[src/pvs_pkg.sv]
// Shared constants for the vendor status and fast-path control bank
package pvs_pkg;
    // Printed register numbers kept as indices; byte address is index * 4
    localparam logic [7:0] IDX_STATUS = 8'h1c;
    localparam logic [7:0] IDX_CONTROL = 8'h1d;
    localparam logic [31:0] ADDR_STATUS = {22'h000000, IDX_STATUS, 2'b00};
    localparam logic [31:0] ADDR_CONTROL = {22'h000000, IDX_CONTROL, 2'b00};

    // Event status field positions
    localparam int ST_MISSING_SFD = 8;
    localparam int ST_CODE_VIOL = 7;
    localparam int ST_POLARITY = 6;
    localparam int ST_DISCONNECT = 5;
    localparam int ST_UNLOCKED = 4;
    localparam int ST_FALSE_CARRIER = 3;
    localparam int ST_FORCED_JAM = 2;
    localparam int ST_FAST_UP = 1;
    localparam int ST_SLOW_UP = 0;
    localparam logic [15:0] ST_LATCH_MASK = 16'h01bc;
    localparam logic [15:0] ST_UNUSED_MASK = 16'hfe00;

    // Fast-path control field positions
    localparam int CT_SOFT_RESET = 15;
    localparam int CT_FACTORY_A = 14;
    localparam int CT_FACTORY_B = 13;
    localparam int CT_FAST_TX_ON = 12;
    localparam int CT_CRS_RX_ONLY = 10;
    localparam int CT_LINK_ERR_EN = 9;
    localparam int CT_PACKET_ERROR_CODE_ENABLE_EN = 8;
    localparam int CT_CODEC_BYP = 6;
    localparam int CT_ALIGNER_BYP = 5;
    localparam int CT_SCRAMBLER_BYP = 4;
    localparam int CT_CI_EN = 3;
    localparam int CT_JAM_COL = 2;
    localparam logic [15:0] CT_RESET = 16'h1000;
    localparam logic [15:0] CT_STRAP_MASK = 16'h0050;
    localparam logic [15:0] CT_STORE_MASK = 16'h7fff;

    // Receive-data error codes, plain defaults
    localparam logic [3:0] RXD_LINK_ERR = 4'h1;
    localparam logic [3:0] RXD_UNLOCKED = 4'h2;
    localparam logic [3:0] RXD_CODE_VIOL = 4'h3;

    // Cycles after reset release before the synchronised strap is valid
    localparam logic [1:0] STRAP_WAIT = 2'h2;

    // AHB encodings
    localparam logic [2:0] HSIZE_WORD = 3'h2;
    localparam int HTRANS_ACTIVE_BIT = 1;
endpackage

[src/pvs_sync.sv]
// Two-flop synchroniser for pin inputs
`timescale 1ns/1ps
module pvs_sync #(
    parameter int WIDTH = 1
) (
    // Clock and reset
    input wire logic i_clk,
    input wire logic i_rstn,
    // Data
    input wire logic [WIDTH-1:0] i_async,
    output logic [WIDTH-1:0] o_sync
);
    logic [WIDTH-1:0] meta_r;

    always_ff @(posedge i_clk or negedge i_rstn) begin
        if (!i_rstn) begin
            meta_r <= '0;
            o_sync <= '0;
        end else begin
            meta_r <= i_async;
            o_sync <= meta_r;
        end
    end
endmodule

[src/pvs_ahb_slave.sv]
// AHB-Lite slave front end with one wait state per word transfer
`timescale 1ns/1ps
module pvs_ahb_slave (
    // Clock and reset
    input wire logic i_clk,
    input wire logic i_rstn,
    // AHB-Lite
    input wire logic i_hsel,
    input wire logic [31:0] i_haddr,
    input wire logic [1:0] i_htrans,
    input wire logic i_hwrite,
    input wire logic [2:0] i_hsize,
    input wire logic [31:0] i_hwdata,
    input wire logic i_hready,
    output logic [31:0] o_hrdata,
    output logic o_hreadyout,
    output logic o_hresp,
    // Register side
    output logic o_wr_stb,
    output logic o_rd_stb,
    output logic [31:0] o_addr,
    output logic [31:0] o_wdata,
    input wire logic [15:0] i_rdata
);
    typedef enum logic [2:0] {
        PVS_IDLE = 3'b001,
        PVS_ACCESS = 3'b010,
        PVS_DONE = 3'b100
    } pvs_bus_state_t;

    pvs_bus_state_t state_r;
    logic write_r;
    logic take;

    // Non-word sizes are ignored but still answered OKAY
    assign take = i_hsel && i_htrans[pvs_pkg::HTRANS_ACTIVE_BIT] &&
                  i_hready && (i_hsize == pvs_pkg::HSIZE_WORD);

    always_ff @(posedge i_clk or negedge i_rstn) begin
        if (!i_rstn) begin
            state_r <= PVS_IDLE;
        end else begin
            unique case (state_r)
                PVS_IDLE: begin
                    if (take) begin
                        state_r <= PVS_ACCESS;
                    end
                end
                PVS_ACCESS: begin
                    state_r <= PVS_DONE;
                end
                PVS_DONE: begin
                    state_r <= take ? PVS_ACCESS : PVS_IDLE;
                end
                default: begin
                    state_r <= PVS_IDLE;
                end
            endcase
        end
    end

    always_ff @(posedge i_clk or negedge i_rstn) begin
        if (!i_rstn) begin
            o_addr <= 32'h00000000;
            write_r <= 1'b0;
        end else if (take) begin
            o_addr <= i_haddr;
            write_r <= i_hwrite;
        end
    end

    // Read data is registered so the clear-on-read lands on the same edge
    always_ff @(posedge i_clk or negedge i_rstn) begin
        if (!i_rstn) begin
            o_hrdata <= 32'h00000000;
        end else if (o_rd_stb) begin
            o_hrdata <= {16'h0000, i_rdata};
        end
    end

    assign o_hreadyout = (state_r != PVS_ACCESS);
    assign o_hresp = 1'b0;
    assign o_wr_stb = (state_r == PVS_ACCESS) && write_r;
    assign o_rd_stb = (state_r == PVS_ACCESS) && !write_r;
    assign o_wdata = i_hwdata;
endmodule

[src/pvs_regs.sv]
// Vendor event status and fast-path control registers with MII effects
`timescale 1ns/1ps
module pvs_regs (
    // Clock and reset
    input wire logic i_clk,
    input wire logic i_rstn,
    // AHB-Lite
    input wire logic i_hsel,
    input wire logic [31:0] i_haddr,
    input wire logic [1:0] i_htrans,
    input wire logic i_hwrite,
    input wire logic [2:0] i_hsize,
    input wire logic [31:0] i_hwdata,
    input wire logic i_hready,
    output logic [31:0] o_hrdata,
    output logic o_hreadyout,
    output logic o_hresp,
    // Strap pin
    input wire logic i_pcs_strap_pin,
    // Transceiver events and levels
    input wire logic i_fast_mode,
    input wire logic i_missing_sfd,
    input wire logic i_code_violation,
    input wire logic i_polarity_reversed,
    input wire logic i_polarity_autofix_enable,
    input wire logic i_disconnect,
    input wire logic i_scrambler_unlocked,
    input wire logic i_false_carrier,
    input wire logic i_forced_jam,
    input wire logic i_fast_link_up,
    input wire logic i_slow_link_up,
    // MII and line side inputs
    input wire logic [3:0] i_rx_data,
    input wire logic i_rx_er,
    input wire logic i_rx_active,
    input wire logic i_tx_active,
    input wire logic i_col_raw,
    input wire logic i_ci_jam,
    input wire logic i_fast_tx_p,
    input wire logic i_fast_tx_n,
    // MII and line side outputs
    output logic [3:0] o_rxd,
    output logic o_rx_er,
    output logic o_crs,
    output logic o_col,
    output logic o_fast_tx_p,
    output logic o_fast_tx_n,
    // Controls to the datapath
    output logic o_polarity_correct,
    output logic o_codec_bypass,
    output logic o_aligner_bypass,
    output logic o_scrambler_bypass,
    output logic o_carrier_integrity_enable,
    output logic o_factory_reset_a,
    output logic o_factory_reset_b,
    output logic o_mgmt_soft_reset
);
    logic wr_stb, rd_stb, wr_ctrl, rd_status, soft_req;
    logic strap_sync, strap_done_r, pol_status;
    logic [31:0] addr, wdata;
    logic [15:0] rdata, latched_r, events, status_val;
    logic [15:0] ctrl_r, strap_bits_r;
    logic [1:0] strap_cnt_r;

    pvs_ahb_slave u_bus (
        .i_clk(i_clk),
        .i_rstn(i_rstn),
        .i_hsel(i_hsel),
        .i_haddr(i_haddr),
        .i_htrans(i_htrans),
        .i_hwrite(i_hwrite),
        .i_hsize(i_hsize),
        .i_hwdata(i_hwdata),
        .i_hready(i_hready),
        .o_hrdata(o_hrdata),
        .o_hreadyout(o_hreadyout),
        .o_hresp(o_hresp),
        .o_wr_stb(wr_stb),
        .o_rd_stb(rd_stb),
        .o_addr(addr),
        .o_wdata(wdata),
        .i_rdata(rdata)
    );

    pvs_sync #(
        .WIDTH(1)
    ) u_strap_sync (
        .i_clk(i_clk),
        .i_rstn(i_rstn),
        .i_async(i_pcs_strap_pin),
        .o_sync(strap_sync)
    );

    // Writes to the status word are dropped, so no status write decode
    assign wr_ctrl = wr_stb && (addr == pvs_pkg::ADDR_CONTROL);
    assign rd_status = rd_stb && (addr == pvs_pkg::ADDR_STATUS);
    assign soft_req = wr_ctrl && wdata[pvs_pkg::CT_SOFT_RESET];
    // Event vector gated by the mode in which each flag is meaningful
    always_comb begin
        events = 16'h0000;
        events[pvs_pkg::ST_MISSING_SFD] = i_missing_sfd && !i_fast_mode;
        events[pvs_pkg::ST_CODE_VIOL] = i_code_violation && !i_fast_mode;
        events[pvs_pkg::ST_DISCONNECT] = i_disconnect && i_fast_mode;
        events[pvs_pkg::ST_UNLOCKED] = i_scrambler_unlocked && i_fast_mode;
        events[pvs_pkg::ST_FALSE_CARRIER] = i_false_carrier && i_fast_mode;
        events[pvs_pkg::ST_FORCED_JAM] = i_forced_jam && i_fast_mode;
    end

    // Latched flags: clear on read or soft reset, a same-cycle event wins
    always_ff @(posedge i_clk or negedge i_rstn) begin
        if (!i_rstn) begin
            latched_r <= 16'h0000;
        end else if (soft_req) begin
            latched_r <= events;
        end else if (rd_status) begin
            latched_r <= events;
        end else begin
            latched_r <= latched_r | events;
        end
    end

    assign pol_status = i_polarity_autofix_enable && i_polarity_reversed &&
                        !i_fast_mode;

    always_comb begin
        status_val = latched_r & pvs_pkg::ST_LATCH_MASK;
        status_val[pvs_pkg::ST_POLARITY] = pol_status;
        status_val[pvs_pkg::ST_FAST_UP] = i_fast_link_up;
        status_val[pvs_pkg::ST_SLOW_UP] = i_slow_link_up;
        status_val = status_val & ~pvs_pkg::ST_UNUSED_MASK;
    end

    // Soft reset bit is never stored, so it always reads back zero
    always_comb begin
        if (addr == pvs_pkg::ADDR_STATUS) begin
            rdata = status_val;
        end else if (addr == pvs_pkg::ADDR_CONTROL) begin
            rdata = ctrl_r;
        end else begin
            rdata = 16'h0000;
        end
    end

    // Strap is caught a fixed number of cycles after reset release
    always_ff @(posedge i_clk or negedge i_rstn) begin
        if (!i_rstn) begin
            strap_cnt_r <= 2'h0;
            strap_done_r <= 1'b0;
            strap_bits_r <= 16'h0000;
        end else if (!strap_done_r) begin
            if (strap_cnt_r == pvs_pkg::STRAP_WAIT) begin
                strap_done_r <= 1'b1;
                strap_bits_r <= strap_sync ? 16'h0000 :
                                pvs_pkg::CT_STRAP_MASK;
            end else begin
                strap_cnt_r <= strap_cnt_r + 2'h1;
            end
        end
    end

    // Reserved bits are stored as written; the controller keeps them zero
    always_ff @(posedge i_clk or negedge i_rstn) begin
        if (!i_rstn) begin
            ctrl_r <= pvs_pkg::CT_RESET;
        end else if (soft_req) begin
            ctrl_r <= pvs_pkg::CT_RESET | strap_bits_r;
        end else if (wr_ctrl) begin
            ctrl_r <= wdata[15:0] & pvs_pkg::CT_STORE_MASK;
        end else if (!strap_done_r &&
                     (strap_cnt_r == pvs_pkg::STRAP_WAIT) && !strap_sync) begin
            ctrl_r <= ctrl_r | pvs_pkg::CT_STRAP_MASK;
        end
    end

    // Pulse tells the standard register block to return to defaults
    always_ff @(posedge i_clk or negedge i_rstn) begin
        if (!i_rstn) begin
            o_mgmt_soft_reset <= 1'b0;
        end else begin
            o_mgmt_soft_reset <= soft_req;
        end
    end
    assign o_codec_bypass = ctrl_r[pvs_pkg::CT_CODEC_BYP];
    assign o_aligner_bypass = ctrl_r[pvs_pkg::CT_ALIGNER_BYP];
    assign o_scrambler_bypass = ctrl_r[pvs_pkg::CT_SCRAMBLER_BYP];
    assign o_carrier_integrity_enable = ctrl_r[pvs_pkg::CT_CI_EN];
    assign o_factory_reset_a = ctrl_r[pvs_pkg::CT_FACTORY_A];
    assign o_factory_reset_b = ctrl_r[pvs_pkg::CT_FACTORY_B];

    // Receive data with error-code substitution; link error has priority
    always_ff @(posedge i_clk or negedge i_rstn) begin
        if (!i_rstn) begin
            o_rxd <= 4'h0;
            o_rx_er <= 1'b0;
        end else begin
            o_rx_er <= i_rx_er;
            if (i_rx_er && ctrl_r[pvs_pkg::CT_LINK_ERR_EN]) begin
                o_rxd <= pvs_pkg::RXD_LINK_ERR;
            end else if (i_rx_er && ctrl_r[pvs_pkg::CT_PACKET_ERROR_CODE_ENABLE_EN] &&
                         i_scrambler_unlocked) begin
                o_rxd <= pvs_pkg::RXD_UNLOCKED;
            end else if (i_code_violation && !i_fast_mode) begin
                o_rxd <= pvs_pkg::RXD_CODE_VIOL;
            end else begin
                o_rxd <= i_rx_data;
            end
        end
    end

    always_ff @(posedge i_clk or negedge i_rstn) begin
        if (!i_rstn) begin
            o_crs <= 1'b0;
        end else begin
            o_crs <= i_rx_active ||
                     (!ctrl_r[pvs_pkg::CT_CRS_RX_ONLY] && i_tx_active);
        end
    end

    // Jam only counts when carrier integrity itself is running
    always_ff @(posedge i_clk or negedge i_rstn) begin
        if (!i_rstn) begin
            o_col <= 1'b0;
        end else begin
            o_col <= i_col_raw || (ctrl_r[pvs_pkg::CT_JAM_COL] &&
                     ctrl_r[pvs_pkg::CT_CI_EN] && i_ci_jam);
        end
    end

    // Transmitter off parks the pair at fixed levels, low and high
    always_ff @(posedge i_clk or negedge i_rstn) begin
        if (!i_rstn) begin
            o_fast_tx_p <= 1'b0;
            o_fast_tx_n <= 1'b1;
        end else if (ctrl_r[pvs_pkg::CT_FAST_TX_ON]) begin
            o_fast_tx_p <= i_fast_tx_p;
            o_fast_tx_n <= i_fast_tx_n;
        end else begin
            o_fast_tx_p <= 1'b0;
            o_fast_tx_n <= 1'b1;
        end
    end

    always_ff @(posedge i_clk or negedge i_rstn) begin
        if (!i_rstn) begin
            o_polarity_correct <= 1'b0;
        end else begin
            o_polarity_correct <= pol_status;
        end
    end
endmodule

[config.mk]
export PLATFORM = sky130hd
export DESIGN_NAME = pvs_regs
export DESIGN_NICKNAME = d
export VERILOG_FILES = /design/src/pvs_pkg.sv /design/src/pvs_sync.sv /design/src/pvs_ahb_slave.sv /design/src/pvs_regs.sv
export SDC_FILE = /design/constraint.sdc
export NUM_CORES = 1
export LEC_CHECK = 0
export BUFFER_PORTS_ARGS = -buffer_cell sky130_fd_sc_hd__buf_2
export CAP_MARGIN = 5
export CELL_PAD_IN_SITES_DETAIL_PLACEMENT = 1
export CELL_PAD_IN_SITES_GLOBAL_PLACEMENT = 2
export CORE_ASPECT_RATIO = 0.75
export CORE_MARGIN = 3
export CORE_UTILIZATION = 27
export CTS_CLUSTER_DIAMETER = 60
export CTS_CLUSTER_SIZE = 10
export DETAILED_ROUTE_END_ITERATION = 10
export PLACE_DENSITY = 0.86
export SLEW_MARGIN = 20
export SYNTH_ARGS = -nofsm -noshare
export SYNTH_HDL_FRONTEND = slang
export SYNTH_SLANG_ARGS = --single-unit
export TNS_END_PERCENT = 5
[constraint.sdc]
create_clock -name i_clk -period 2.5 [get_ports i_clk]
set_clock_uncertainty 0.15 [all_clocks]
set_input_delay 0.125 -clock i_clk [delete_from_list [all_inputs] [get_ports i_clk]]
set_output_delay 0.125 -clock i_clk [all_outputs]
set_load 0.05 [all_outputs]
# Word-level counts from Yosys, hierarchy flattened
# Cells that the tools add are included.
# word_totals
mem_bits_ro,0
memories,0
regBits,116
mem_bits_rw,0
latchBits,0
elab_cells,86
output_inout_bits,51
# op_classes
div_mod_pow,0
mux,18
bitwise,3
reduce_logical,35
addsub,1
n_mul,0
order_cmp,0
eq_ne,9
shift,0
# ops
op,count
two-way mux 16 bit,6
equality test 32 x 7 -> 1 bit (second input constant),2
logical AND 1 bit,24
bitwise OR 16 x 9 -> 16 bit,1
two-way mux 7 bit,2
two-way mux 4 bit,3
one-hot mux 3 bit (3 select lines),1
equality test 3 x 2 -> 1 bit (second input constant),2
logical NOT 1 bit,5
two-way mux 1 bit,4
AND reduction 2 bit,2
equality test 3 x 1 -> 1 bit (second input constant),1
equality test 3 bit (second input constant),1
two-way mux 3 bit,1
inequality test 3 x 2 -> 1 bit (second input constant),1
nonzero test 3 bit,1
adder 2 x 1 -> 2 bit (second input constant),1
equality test 2 bit (second input constant),1
logical OR 1 bit,2
two-way mux 2 bit,1
inequality test 2 x 1 -> 1 bit (second input constant),1
inverter 1 bit,2
nonzero test 2 bit,1

# Longest topological paths before layout
# Gate-level depths: netlist of the first run.
# logic_depth
ltp_word,6
ltp_mapped,6

# Cells and area by module
# Synthesis of the first run repeated with hierarchy kept, for this count alone.
# hier_totals
hier_cells,334
hier_area_um2,4270.3
# modules_own_cells
module,cells_each,area_per_inst_um2,seq_area_each_um2,n_inst
pvs_ahb_slave,166,2426.1,1302.5,1
pvs_regs,166,1794.2,903.4,1
pvs_sync,2,50.0,50.0,1

# Worst setup path before layout of the first run
# OpenSTA, ideal clock, no wires.
# synth_path
path_type,reg-to-reg
start,reg u_bus.o_addr[13]
end,reg ctrl_r[1]
path_buffers,2
t_required_ns,2.223
path_stages_with_launch,7
arrival_time_ns,2.013
setup_ns,0.127
path_slack_ns,0.209
path_cell_list,dfrtp_1 > or4_1 > nor4_4 > and4_1 > buf_4 > buf_8 > mux2_1
# synth_via
elab_chain_len,4
# synth_lines
item,line,text
"start, declared",pvs_ahb_slave.sv:21,"output logic [31:0] o_addr,"
"start signal, assigned",pvs_ahb_slave.sv:67,o_addr <= i_haddr;
equality test 32 x 7 -> 1 bit *,pvs_regs.sv:95,assign wr_ctrl = wr_stb && (addr == pvs_pkg::ADDR_CONTROL);
logical AND 1 bit *,pvs_regs.sv:95,
two-way mux 16 bit / logical AND 1 bit (equally long branches),"pvs_regs.sv:167, pvs_regs.sv:97",
two-way mux 16 bit / nonzero test 2 bit (equally long branches),-,
"end signal, assigned",pvs_regs.sv:164,ctrl_r <= pvs_pkg::CT_RESET;
"end signal, assigned",pvs_regs.sv:166,ctrl_r <= pvs_pkg::CT_RESET | strap_bits_r;
"end signal, assigned",pvs_regs.sv:168,ctrl_r <= wdata[15:0] & pvs_pkg::CT_STORE_MASK;
"end, declared",pvs_regs.sv:62,"logic [15:0] ctrl_r, strap_bits_r;"
# Mark *: on every way between the ends. The rest lies on a longest branch, timed or not. The select of a mux whose other input is x is not followed.
# A chain may end at the register's enable or synchronous reset.

# Final worst setup path of the first run
# layout_path
start,reg u_bus.o_addr[13]
end,reg ctrl_r[5]
# Same word-level chain as after synthesis.

==> results.ini, run 1 <==
[power_and_ir_drop]
power_frac_clock_pct = 39.3
switching_share_pct = 24.2
cell_internal_pwr_mw = 2.69
finalPower_mw = 3.55
vdd_drop_max_mv = 0.368
switching_power_mw = 0.860
total_leakage_power_nw = 2.67
p_comb_share_pct = 14.4
pwr_density_nw_per_um2 = 643
sequentialPowerShare_pct = 46.3

[critical_path]
critical-path-top-delay-family = simple AND/OR/NAND/NOR gates
crit_slowest_cell = sky130_fd_sc_hd__or4_1
timing_worst_setup_path_type = flip-flop to flip-flop
nature_of_the_critical_path_startpoint = flip-flop
cp_data_required_time_ns = 2.57
cp_data_arrival_time_ns = 2.50
critical_path.n_buffers_inverters = 1
path_cells = or4_1, nor4_4, and4_1, buf_12, mux2_1
crit_fanout = 15
critical-path-max-stage-delay_ns = 0.61
worst_setup_path_end_kind = flip-flop

[synthesis]
syn_area_per_cell_um2 = 12.8
synth_top_cell_by_area = sky130_fd_sc_hd__dfrtp_1
synth-warning-count = 0
synth_area_leaders = sky130_fd_sc_hd__dfrtp_1 (58%), sky130_fd_sc_hd__mux2_2 (11%), sky130_fd_sc_hd__mux2i_1 (3.7%)
synth.ff_latch_count = 90
yosysTopAreaCellShare_pct = 57.7
synth_cell_types = 35
area_of_the_mapped_netlist_um2 = 3770
seq_area_frac_synth_pct = 59.8
synthCells = 295

[floorplan]
placeableCoreArea_um2 = 13300
dieArea_um2 = 15400
die_height_um = 108
die_width_um = 143
number_of_cell_rows = 36
effective_utilization_at_floorplan_pct = 28.3
ioPinCount = 148

[cells_and_area]
synthToLayoutAreaGrowth_pct = 46.2
finalNetCount = 582
mostFrequentLayoutCell = sky130_fd_sc_hd__buf_2
most-common-layout-cells = sky130_fd_sc_hd__buf_2 (112), sky130_fd_sc_hd__dfrtp_1 (87), sky130_fd_sc_hd__dlygate4sd3_1 (69)
layout_cells_sized_above_1_pct = 36.6
insertedDiodeCount = 0

[placement]
io_buffers = 113
place_hpwl_mm = 6.95
place_congestion = 0.691

[timing]
finalHoldViolCount = 0
rsz0062_at_grt = false
fin_setup_tns_ns = 0
worst-slew-pin-transition_ns = 0.584
slew_headroom_pct = 61.0
min_period_ns = 2.43
clock.fmax_mhz = 411
final-max-slew-violation-count = 0
fin_crit_sh_pct = 97.3
final-setup-viol-count = 0

[global_route]
grt_first_pass_wirelength_mm = 16.6
via_count_of_the_first_global_routing_pass = 3232
initial_antenna_violation_count = 0
grt_max_degree = 49
grt_util_all_layers_pct = 14.2
global_route.overflow_total = 0

[route]
postRouteWirelength_mm = 10.6
vias = 2880
routedWlPerCell_um = 16.0
first_pass_iters = 4
drc = 0
drt-initial-drc-count = 76
via_per_inst = 4.36
detail-route-antenna-nets = 0

[clocking]
cts_buffer_depth = 2
cts.sink_count = 90
cts.clk_slew.worst_paths_ns = 0.06
cts_made_buffers = 9
cts-htree-levels = 3
clkLatencyLatePin_ns = 0.34
tritoncts = built
clk_root_buffer_cell = sky130_fd_sc_hd__clkbuf_16
cts_setup_buffers = 0

[min_path]
holdCritPathClass = primary input to flip-flop

[run]
drv.max_cap_violation_count = 0

[status]
outcome = complete, no violations

## cell usage after synthesis
cell type and number:
sky130_fd_sc_hd__buf_1 1, sky130_fd_sc_hd__mux2i_1 14, sky130_fd_sc_hd__a22o_1 5, sky130_fd_sc_hd__dfrtp_1 87
sky130_fd_sc_hd__inv_1 6, sky130_fd_sc_hd__nor2b_1 14, sky130_fd_sc_hd__nor4_1 3, sky130_fd_sc_hd__a21boi_0 1
sky130_fd_sc_hd__nor2_1 11, sky130_fd_sc_hd__buf_8 1, sky130_fd_sc_hd__mux2_2 38, sky130_fd_sc_hd__xnor2_1 2
sky130_fd_sc_hd__nor3b_1 1, sky130_fd_sc_hd__o31ai_1 11, sky130_fd_sc_hd__or4_1 2, sky130_fd_sc_hd__and4_1 2
sky130_fd_sc_hd__nor3_1 3, sky130_fd_sc_hd__a21o_1 4, sky130_fd_sc_hd__a31o_2 1, sky130_fd_sc_hd__a21oi_1 3
sky130_fd_sc_hd__ha_1 1, sky130_fd_sc_hd__nor4_4 1, sky130_fd_sc_hd__nand2_1 24, sky130_fd_sc_hd__or4_4 1
sky130_fd_sc_hd__dfstp_2 3, sky130_fd_sc_hd__o21ai_0 6, sky130_fd_sc_hd__mux2_1 6, sky130_fd_sc_hd__conb_1 1
sky130_fd_sc_hd__nand4b_1 1, sky130_fd_sc_hd__and2_1 5, sky130_fd_sc_hd__buf_4 18, sky130_fd_sc_hd__nand3_1 3
sky130_fd_sc_hd__clkbuf_1 8, sky130_fd_sc_hd__nand2b_1 4, sky130_fd_sc_hd__nand4_1 3
## final cells by class
| type | count | area, um^2 |
|---|---|---|
| multi-input cells | 187 | 1370 |
| repair buffers | 190 | 1340 |
| inverters | 6 | 22.5 |
| fillers | 1437 | 7820 |
| clock inverters | 2 | 35.0 |
| well taps | 171 | 214 |
| clock buffers | 14 | 274 |
| flip-flops and latches | 90 | 2260 |
## cells by family after synthesis
group	count (synthesis)	synth area share (%)
AOI/OAI and AO/OA	31	5.77
xor gates and xnor gates	2	0.464
adders and majority gates	1	0.332
buffers and inverters	34	5.47
DFF	90	59.8
muxes	58	16.8
other	1	0.0994
and+or+nand+nor	78	11.2
## final timing paths
kind	from	endpoint	slack [ns]	cells after the start
setup / recovery	u_bus.o_addr[13]	ctrl_r[5]	0.07	5
hold / removal	i_hwdata[1]	ctrl_r[1]	0.01	3
setup reg to reg	u_bus.o_addr[13]	ctrl_r[5]	0.07	5
hold reg to reg	u_strap_sync.meta_r	u_strap_sync.o_sync	0.20	0
max in group asynchronous	i_rstn	u_bus.o_addr[20]	1.36	3
min in group asynchronous	i_rstn	u_bus.o_hrdata[13]	0.18	2
## power by group through the flow
stage,registers (mW),clock network [mW],logic (mW)
after floorplan,1.68,0,0.265
after global placement,1.66,0,0.413
after detailed placement,1.67,0,0.427
after CTS,1.64,1.45,0.510
after global routing,1.65,1.51,0.558
final,1.64,1.39,0.512
## worst min-delay path: stages
cell and delay (ns):
sky130_fd_sc_hd__buf_2 0.08, sky130_fd_sc_hd__nor2b_1 0.14, sky130_fd_sc_hd__mux2_1 0.14
## per-stage QoR
step | hold WS (ns) | instance area (um^2) | setup WS (ns) | utilization [%] | std cells
finish | 0.0130 | 5520 | 0.0678 | 41.4 | 660
global placement | 0.00821 | 4520 | 0.114 | 33.9 | 575
detailed placement | 0.0166 | 4520 | 0.0621 | 33.9 | 575
global route | 0.0110 | 5520 | 0.000608 | 41.4 | 660
floorplan | -0.321 | 3830 | 0.209 | - | 311
CTS | 0.00126 | 5520 | 0.0389 | 41.4 | 660
## state kept, by name, summed over array words and instances, names as in the netlist
signal	flops
strap_bits_r	1
o_fast_tx_n	1
ctrl_r	15
o_crs	1
o_rxd	4
o_col	1
u_bus.state_r	3
strap_done_r	1
latched_r	6
u_strap_sync.meta_r	1
u_bus.write_r	1
o_mgmt_soft_reset	1
o_rx_er	1
u_bus.o_addr	32
strap_cnt_r	2
u_bus.o_hrdata	16
o_polarity_correct	1
o_fast_tx_p	1
u_strap_sync.o_sync	1
## routing by layer
| metal | routed length, um | GRT usage (%) | vias to the layer above |
|---|---|---|---|
| met3 | 578 | 5.22 | 13 |
| met1 | 4480 | 16.7 | 1424 |
| met4 | 119 | 3.93 | 0 |
| met5 | 0 | 0 | - |
| met2 | 5380 | 24.6 | 81 |
| li1 | - | - | 1362 |
## what timing repair did
item	CTS	global route
gates resized for setup	0	0
hold endpoints to repair	101	0
hold buffers	69	0
(Power assumes the default switching activity.)
==> inputs of run 2 (changes only) <==
- ABC_AREA: unset -> 1
- CORE_UTILIZATION: 27 -> 26
- PLACE_DENSITY: 0.86 -> 0.85
==> results.ini, run 2 <==
[timing]
worst-slew-pin-transition_ns = 0.915  ; +0.331 ns
min_period_ns = 1.99  ; -0.437 ns
final-setup-viol-count = 0  ; unchanged
worst_hold_margin_ns = 0.0593  ; +0.0463 ns
setup_ws_ns = 0.505  ; +0.437 ns
final-max-slew-violation-count = 0  ; unchanged
fin_setup_tns_ns = 0  ; unchanged
finalHoldViolCount = 0  ; unchanged
slew_headroom_pct = 39.0  ; -22 points
rsz0062_at_grt = false
clock.fmax_mhz = 501  ; +22%
fin_crit_sh_pct = 79.8  ; -17 points

[global_route]
global_route.overflow_total = 0  ; unchanged
grt_first_pass_wirelength_mm = 18.8  ; +13%
grt_max_degree = 70  ; +43%
initial_antenna_violation_count = 0  ; unchanged
via_count_of_the_first_global_routing_pass = 3687  ; +14%
grt_util_all_layers_pct = 14.5  ; +0.24 points

[synthesis]
synth.ff_latch_count = 90  ; unchanged
synth_enable_flop_cells = 0  ; unchanged
area_of_the_mapped_netlist_um2 = 3900  ; +3.5%
synth-warning-count = 0  ; unchanged
syn_area_per_cell_um2 = 10.7  ; -16%
synth_top_cell_by_area = sky130_fd_sc_hd__dfrtp_1
yosysTopAreaCellShare_pct = 55.8  ; -1.9 points
synthCells = 365  ; +24%
synth_top_cells_by_count = sky130_fd_sc_hd__dfrtp_1 (87), sky130_fd_sc_hd__nand2_1 (81), sky130_fd_sc_hd__mux2_2 (33)
synth_area_leaders = sky130_fd_sc_hd__dfrtp_1 (56%), sky130_fd_sc_hd__mux2_2 (9.5%), sky130_fd_sc_hd__nand2_1 (7.8%)
async_set_or_reset_register_ratio_after_synthesis_pct = 100  ; unchanged
synthMostInstantiatedCell = sky130_fd_sc_hd__dfrtp_1
synth_flop_cell = sky130_fd_sc_hd__dfrtp_1
synth_cell_types = 36  ; +2.9%
seq_area_frac_synth_pct = 57.8  ; -2.0 points

[route]
detail-route-antenna-nets = 0  ; unchanged
drc = 0  ; unchanged
routedWlPerCell_um = 14.9  ; -7.1%
vias = 3229  ; +12%
via_per_inst = 4.19  ; -4.0%
postRouteWirelength_mm = 11.5  ; +8.5%
first_pass_iters = 4  ; unchanged
drt-initial-drc-count = 104  ; +37%

[status]
outcome = complete, no violations

[placement]
post_place_cells = 673  ; +17%
post_dp_cell_area_um2 = 4630  ; +2.5%
pre_cts_ws_ns = 0.615  ; +0.553 ns
place_congestion = 0.751  ; +8.8%
io_buffers = 113  ; unchanged
place_hpwl_mm = 7.81  ; +12%

[critical_path]
cp_data_arrival_time_ns = 2.12  ; -0.38 ns
crit_fanout = 2  ; -13
critical-path-max-stage-delay_ns = 0.57  ; -0.04 ns
critical-path-top-delay-family = buffers and inverters
path_cells = dlygate4sd3_1, buf_2, nand2_1, dlygate4sd3_1, nor2_1, dlygate4sd3_1
critical_path.n_buffers_inverters = 4  ; +3
path_depth = 6  ; +1
crit_slowest_cell = sky130_fd_sc_hd__dlygate4sd3_1
ff2ff_path_depth = 8  ; +3
worst_setup_path_end_kind = flip-flop
cp_data_required_time_ns = 2.62  ; +0.05 ns
reg2reg_slack_ns = 0.66  ; +0.59 ns
timing_worst_setup_path_type = primary input to flip-flop
nature_of_the_critical_path_startpoint = primary input
cp_common_cell = sky130_fd_sc_hd__dlygate4sd3_1

[floorplan]
placeableCoreArea_um2 = 14600  ; +9.5%
effective_utilization_at_floorplan_pct = 26.8  ; -1.6 points
number_of_cell_rows = 38  ; +5.6%
die_width_um = 148  ; +3.5%
die_height_um = 112  ; +3.5%
ioPinCount = 148  ; unchanged
dieArea_um2 = 16500  ; +7.1%

[clocking]
cts_made_buffers = 9  ; unchanged
post_cts.resized_instances = 0  ; unchanged
clk_root_buffer_cell = sky130_fd_sc_hd__clkbuf_16
cts.sink_count = 90  ; unchanged
clkLatencyLatePin_ns = 0.33  ; about the same
cts_buffer_depth = 2  ; unchanged
tritoncts = built
cts.clk_slew.worst_paths_ns = 0.06  ; about the same
cts-htree-levels = 3  ; unchanged

[power_and_ir_drop]
pwr_density_nw_per_um2 = 609  ; -5.3%
vdd_drop_max_mv = 0.299  ; -19%
cell_internal_pwr_mw = 2.62  ; -2.4%
switching_share_pct = 25.1  ; +0.90 points
p_comb_share_pct = 15.2  ; +0.8 points
total_leakage_power_nw = 2.93  ; +9.6%
switching_power_mw = 0.881  ; +2.4%
sequentialPowerShare_pct = 46.7  ; +0.4 points
power_frac_clock_pct = 38.1  ; -1.2 points
finalPower_mw = 3.50  ; -1.2%

[cells_and_area]
most-common-layout-cells = sky130_fd_sc_hd__buf_2 (112), sky130_fd_sc_hd__dfrtp_1 (87), sky130_fd_sc_hd__dlygate4sd3_1 (83)
synthToLayoutAreaGrowth_pct = 47.4
largest_reg_flops = 32  ; unchanged
max_flop_register = u_bus.o_addr
mostFrequentLayoutCell = sky130_fd_sc_hd__buf_2
largest_registers = u_bus.o_addr x32, u_bus.o_hrdata x16, ctrl_r x15
finalNetCount = 665  ; +14%
layout_cells_sized_above_1_pct = 36.3  ; -0.35 points
final_cell_count_no_fill = 771  ; +17%
layout.cell_area.non_filler_um2 = 5760  ; +4.4%
final_util_pct = 39.4  ; -1.9 points
insertedDiodeCount = 0  ; unchanged

[run]
drv.max_cap_violation_count = 0  ; unchanged

[min_path]
holdCritPathClass = primary input to flip-flop
holdPathStages = 3  ; unchanged

[run 2: changes by cell type after synthesis, moves of 10 or more]
cell,previous run,this run
sky130_fd_sc_hd__inv_1,6,21
sky130_fd_sc_hd__nand2_1,24,81
sky130_fd_sc_hd__nor2b_1,14,0
sky130_fd_sc_hd__mux2i_1,14,0
sky130_fd_sc_hd__o31ai_1,11,0
sky130_fd_sc_hd__nor2_1,11,26
sky130_fd_sc_hd__o21ai_2,0,13
sky130_fd_sc_hd__nand2_2,0,10
sky130_fd_sc_hd__nand3_1,3,31
[run 2: power groups by stage]
stage                     Sequential [mW]  Combinational, mW  Clock (mW)
after global routing                 1.65              0.587        1.46
final                                1.64              0.531        1.34
after detailed placement             1.66              0.433           0
after floorplan                      1.68              0.263           0
after global placement               1.65              0.416           0
after CTS                            1.63              0.533        1.40
[run 2: final cells by class]
cell class,instances,area [um^2]
multi-input cells,242,1430
clock buffers,10,239
flip-flops and latches,90,2260
clock inverters,5,55.1
fillers,1660,8840
inverters,23,86.3
well taps,200,250
repair buffers,201,1440
[run 2: per-layer routing]
metal / wire, um / vias up / track usage (%)
li1: - / 1551 / -
met2: 5840 / 75 / 25.1
met3: 482 / 21 / 3.63
met5: 0 / - / 0
met4: 272 / 0 / 5.28
met1: 4860 / 1582 / 17.5
[run 2: cells by family after synthesis]
| family | Yosys count | share of synthesized area, % |
|---|---|---|
| adder cells (fa/ha/maj) | 1 | 0.320 |
| AND/OR/NAND/NOR | 166 | 20.2 |
| AO/OA/AOI/OAI | 23 | 4.61 |
| XOR/XNOR | 2 | 0.449 |
| buffers and inverters | 49 | 7.05 |
| flip-flops | 90 | 57.8 |
| multiplexers | 33 | 9.52 |
| other | 1 | 0.0960 |
[run 2: worst min-delay path, delay by kind of cell]
kind | cells | cell delay (ns)
buffers and inverters | 2 | 0.20
and+or+nand+nor | 1 | 0.17
[run 2: timing repair]
action | in CTS | in global routing
setup buffers | 0 | 0
hold endpoints to repair | 132 | 0
hold buffers | 83 | 0
[run 2: worst paths after layout]
| path | startpoint | to |
|---|---|---|
| setup / recovery | i_polarity_reversed | o_polarity_correct |
| hold / removal | i_hwdata[15] | o_mgmt_soft_reset |
| setup reg to reg | u_bus.state_r[0] | latched_r[8] |
| hold reg to reg | u_strap_sync.meta_r | u_strap_sync.o_sync |
| max in group asynchronous | i_rstn | ctrl_r[2] |
| min in group asynchronous | i_rstn | o_rxd[2] |
==> inputs of run 3 (changes only) <==
- ABC_AREA: 1 -> 0
- CORE_UTILIZATION: 26 -> 27
- PLACE_DENSITY: 0.85 -> 0.86
- clock period: 2.5 -> 1.7 ns (I/O delays scaled with it)
==> results.ini, run 3 (synthesis gave the netlist of run 1 again) <==
[cells_and_area]
max_flop_register = u_bus.o_addr
synthToLayoutAreaGrowth_pct = 54.4
largest_registers = u_bus.o_addr x32, u_bus.o_hrdata x16, ctrl_r x15
final_util_pct = 43.7  ; +4.3 points
mostFrequentLayoutCell = sky130_fd_sc_hd__buf_2
largest_reg_flops = 32  ; unchanged
finalNetCount = 597  ; -10%
most-common-layout-cells = sky130_fd_sc_hd__buf_2 (111), sky130_fd_sc_hd__dfrtp_1 (87), sky130_fd_sc_hd__dlygate4sd3_1 (73)
layout.cell_area.non_filler_um2 = 5830  ; +1.2%
final_cell_count_no_fill = 676  ; -12%
layout_cells_sized_above_1_pct = 42.3  ; +6.0 points

[route]
post_route_met1_wirelength_mm = 4.75  ; -2.2%
drt-initial-drc-count = 66  ; -37%
met2_length_mm = 5.48  ; -6.1%
first_pass_iters = 4  ; unchanged
highest_routing_layer_actually_used = met4
detail-route-antenna-nets = 0  ; unchanged
routedWlPerCell_um = 16.1  ; +8.5%
drc = 0  ; unchanged
via_per_inst = 4.41  ; +5.2%
vias = 2978  ; -7.8%
met3WireLength_um = 565  ; +17%
postRouteWirelength_mm = 10.9  ; -4.9%

[clocking]
cts_made_buffers = 9  ; unchanged
clkLatencyLatePin_ns = 0.33  ; about the same
clk_root_buffer_cell = sky130_fd_sc_hd__clkbuf_16
tritoncts = built
cts.clk_slew.worst_paths_ns = 0.06  ; about the same
cts.sink_count = 90  ; unchanged
cts-htree-levels = 3  ; unchanged
cts_buffer_depth = 2  ; unchanged
cts_setup_buffers = 0  ; unchanged

[timing]
worst_hold_margin_ns = 0.0180  ; -0.0412 ns
clock.fmax_mhz = 437
rsz0062_at_grt = true
setup_ws_ns = -0.586  ; -1.09 ns
finalHoldViolCount = 0  ; unchanged
final-setup-viol-count = 37  ; +37
fin_setup_tns_ns = -16.43  ; -16.43 ns
min_period_ns = 2.29
fin_crit_sh_pct = 134
final-max-slew-violation-count = 0  ; unchanged

[floorplan]
dieArea_um2 = 15400  ; -6.6%
placeableCoreArea_um2 = 13300  ; -8.7%
effective_utilization_at_floorplan_pct = 28.3  ; +1.6 points
number_of_cell_rows = 36  ; -5.3%
die_width_um = 143  ; -3.4%
ioPinCount = 148  ; unchanged
die_height_um = 108  ; -3.3%

[power_and_ir_drop]
pwr_density_nw_per_um2 = 876  ; +44%
p_comb_share_pct = 16.0  ; +0.8 points
finalPower_mw = 5.11  ; +46%
power_frac_clock_pct = 36.8  ; -1.3 points
cell_internal_pwr_mw = 3.84  ; +46%
sequentialPowerShare_pct = 47.2  ; +0.5 points
vdd_drop_max_mv = 0.524  ; +75%
switching_power_mw = 1.27  ; +44%
switching_share_pct = 24.9  ; -0.28 points
total_leakage_power_nw = 2.78  ; -5.1%

[critical_path]
crit_slowest_cell = sky130_fd_sc_hd__or4_4
cp_data_arrival_time_ns = 2.36  ; +0.24 ns
crit_fanout = 13  ; +11
path_cells = or4_4, nor4_4, and4_4, buf_12, mux2_2
worst_setup_path_end_kind = flip-flop
nature_of_the_critical_path_startpoint = flip-flop
critical-path-max-stage-delay_ns = 0.56  ; about the same
timing_worst_setup_path_type = flip-flop to flip-flop
cp_data_required_time_ns = 1.77  ; -0.85 ns

[global_route]
global_route.overflow_total = 0  ; unchanged
via_count_of_the_first_global_routing_pass = 3342  ; -9.4%
initial_antenna_violation_count = 1  ; +1
grt_max_degree = 34  ; -51%
grt_first_pass_wirelength_mm = 17.3  ; -8.0%
grt_util_all_layers_pct = 14.6  ; +0.086 points

[min_path]
holdCritPathClass = primary input to flip-flop

[status]
outcome = complete, but fails checks
failed_checks = negative setup slack

[placement]
pre_cts_ws_ns = -0.645  ; -1.26 ns
place_congestion = 0.742  ; -1.2%
post_dp_cell_area_um2 = 4680  ; +0.95%
post_place_cells = 586  ; -13%
io_buffers = 113  ; unchanged
place_hpwl_mm = 7.55  ; -3.3%

[run]
drv.max_cap_violation_count = 0  ; unchanged

[run 3: changes by cell type in the layout (fill, tap and decap cells not counted), moves of 6 or more]
cell                            change
sky130_fd_sc_hd__nand2_1           -58
sky130_fd_sc_hd__nor2b_1           +14
sky130_fd_sc_hd__o21ai_2           -13
sky130_fd_sc_hd__nand2_2            -9
sky130_fd_sc_hd__dlygate4sd3_1     -10
sky130_fd_sc_hd__nand3_1           -29
sky130_fd_sc_hd__mux2_4             +9
sky130_fd_sc_hd__buf_4              +8
sky130_fd_sc_hd__buf_12             +6
sky130_fd_sc_hd__mux2i_1           +14
sky130_fd_sc_hd__inv_1             -15
sky130_fd_sc_hd__nor2_1            -15
sky130_fd_sc_hd__o31ai_2            +7
[run 3: layer usage]
metal / global-route usage, % / up-vias
li1: - / 1394
met1: 17.9 / 1489
met2: 24.9 / 86
met3: 4.51 / 9
met4: 3.87 / 0
met5: 0 / -
[run 3: worst paths after layout]
path	from	to	slack, ns	cells past startpoint
worst max-delay path	u_bus.o_addr[14]	ctrl_r[13]	-0.59	5
worst min-delay path	i_hwdata[14]	ctrl_r[14]	0.02	3
worst max register to register	u_bus.o_addr[14]	ctrl_r[13]	-0.59	5
worst min register to register	u_strap_sync.meta_r	u_strap_sync.o_sync	0.21	0
max in group asynchronous	i_rstn	o_fast_tx_n	0.73	3
min in group asynchronous	i_rstn	u_bus.state_r[1]	0.09	2
[run 3: power by group through the flow]
stage | clock network (mW) | logic (mW) | registers [mW]
floorplan | 0 | 0.396 | 2.47
global placement | 0 | 0.648 | 2.42
detailed placement | 0 | 0.672 | 2.44
CTS | 1.97 | 0.818 | 2.41
global route | 2.04 | 0.895 | 2.43
finish | 1.88 | 0.818 | 2.41
[run 3: worst max-delay path, delay by kind of cell, from the launching register on]
family | cells | cell delay, ns
simple gates | 3 | 1.16
flops | 1 | 0.38
mux | 1 | 0.33
buf+inv | 1 | 0.16
[run 3: what timing repair did]
action,4_1_cts,5_1_grt
hold buffers,73,0
setup endpoints to repair,38,38
cloned,0,0
resized for setup,21,9
pin swaps,8,0
endpoints found under the hold margin,155,0
[run 3: area by class of cell]
| type | count | area (um^2) |
|---|---|---|
| Clock inverter | 2 | 10.0 |
| Timing Repair Buffer | 205 | 1520 |
| Clock buffer | 14 | 274 |
| Tap cell | 171 | 214 |
| Multi-Input combinational cell | 187 | 1530 |
| Inverter | 6 | 22.5 |
| Antenna cell | 1 | 2.50 |
| Fill cell | 1455 | 7510 |
| Sequential cell | 90 | 2260 |
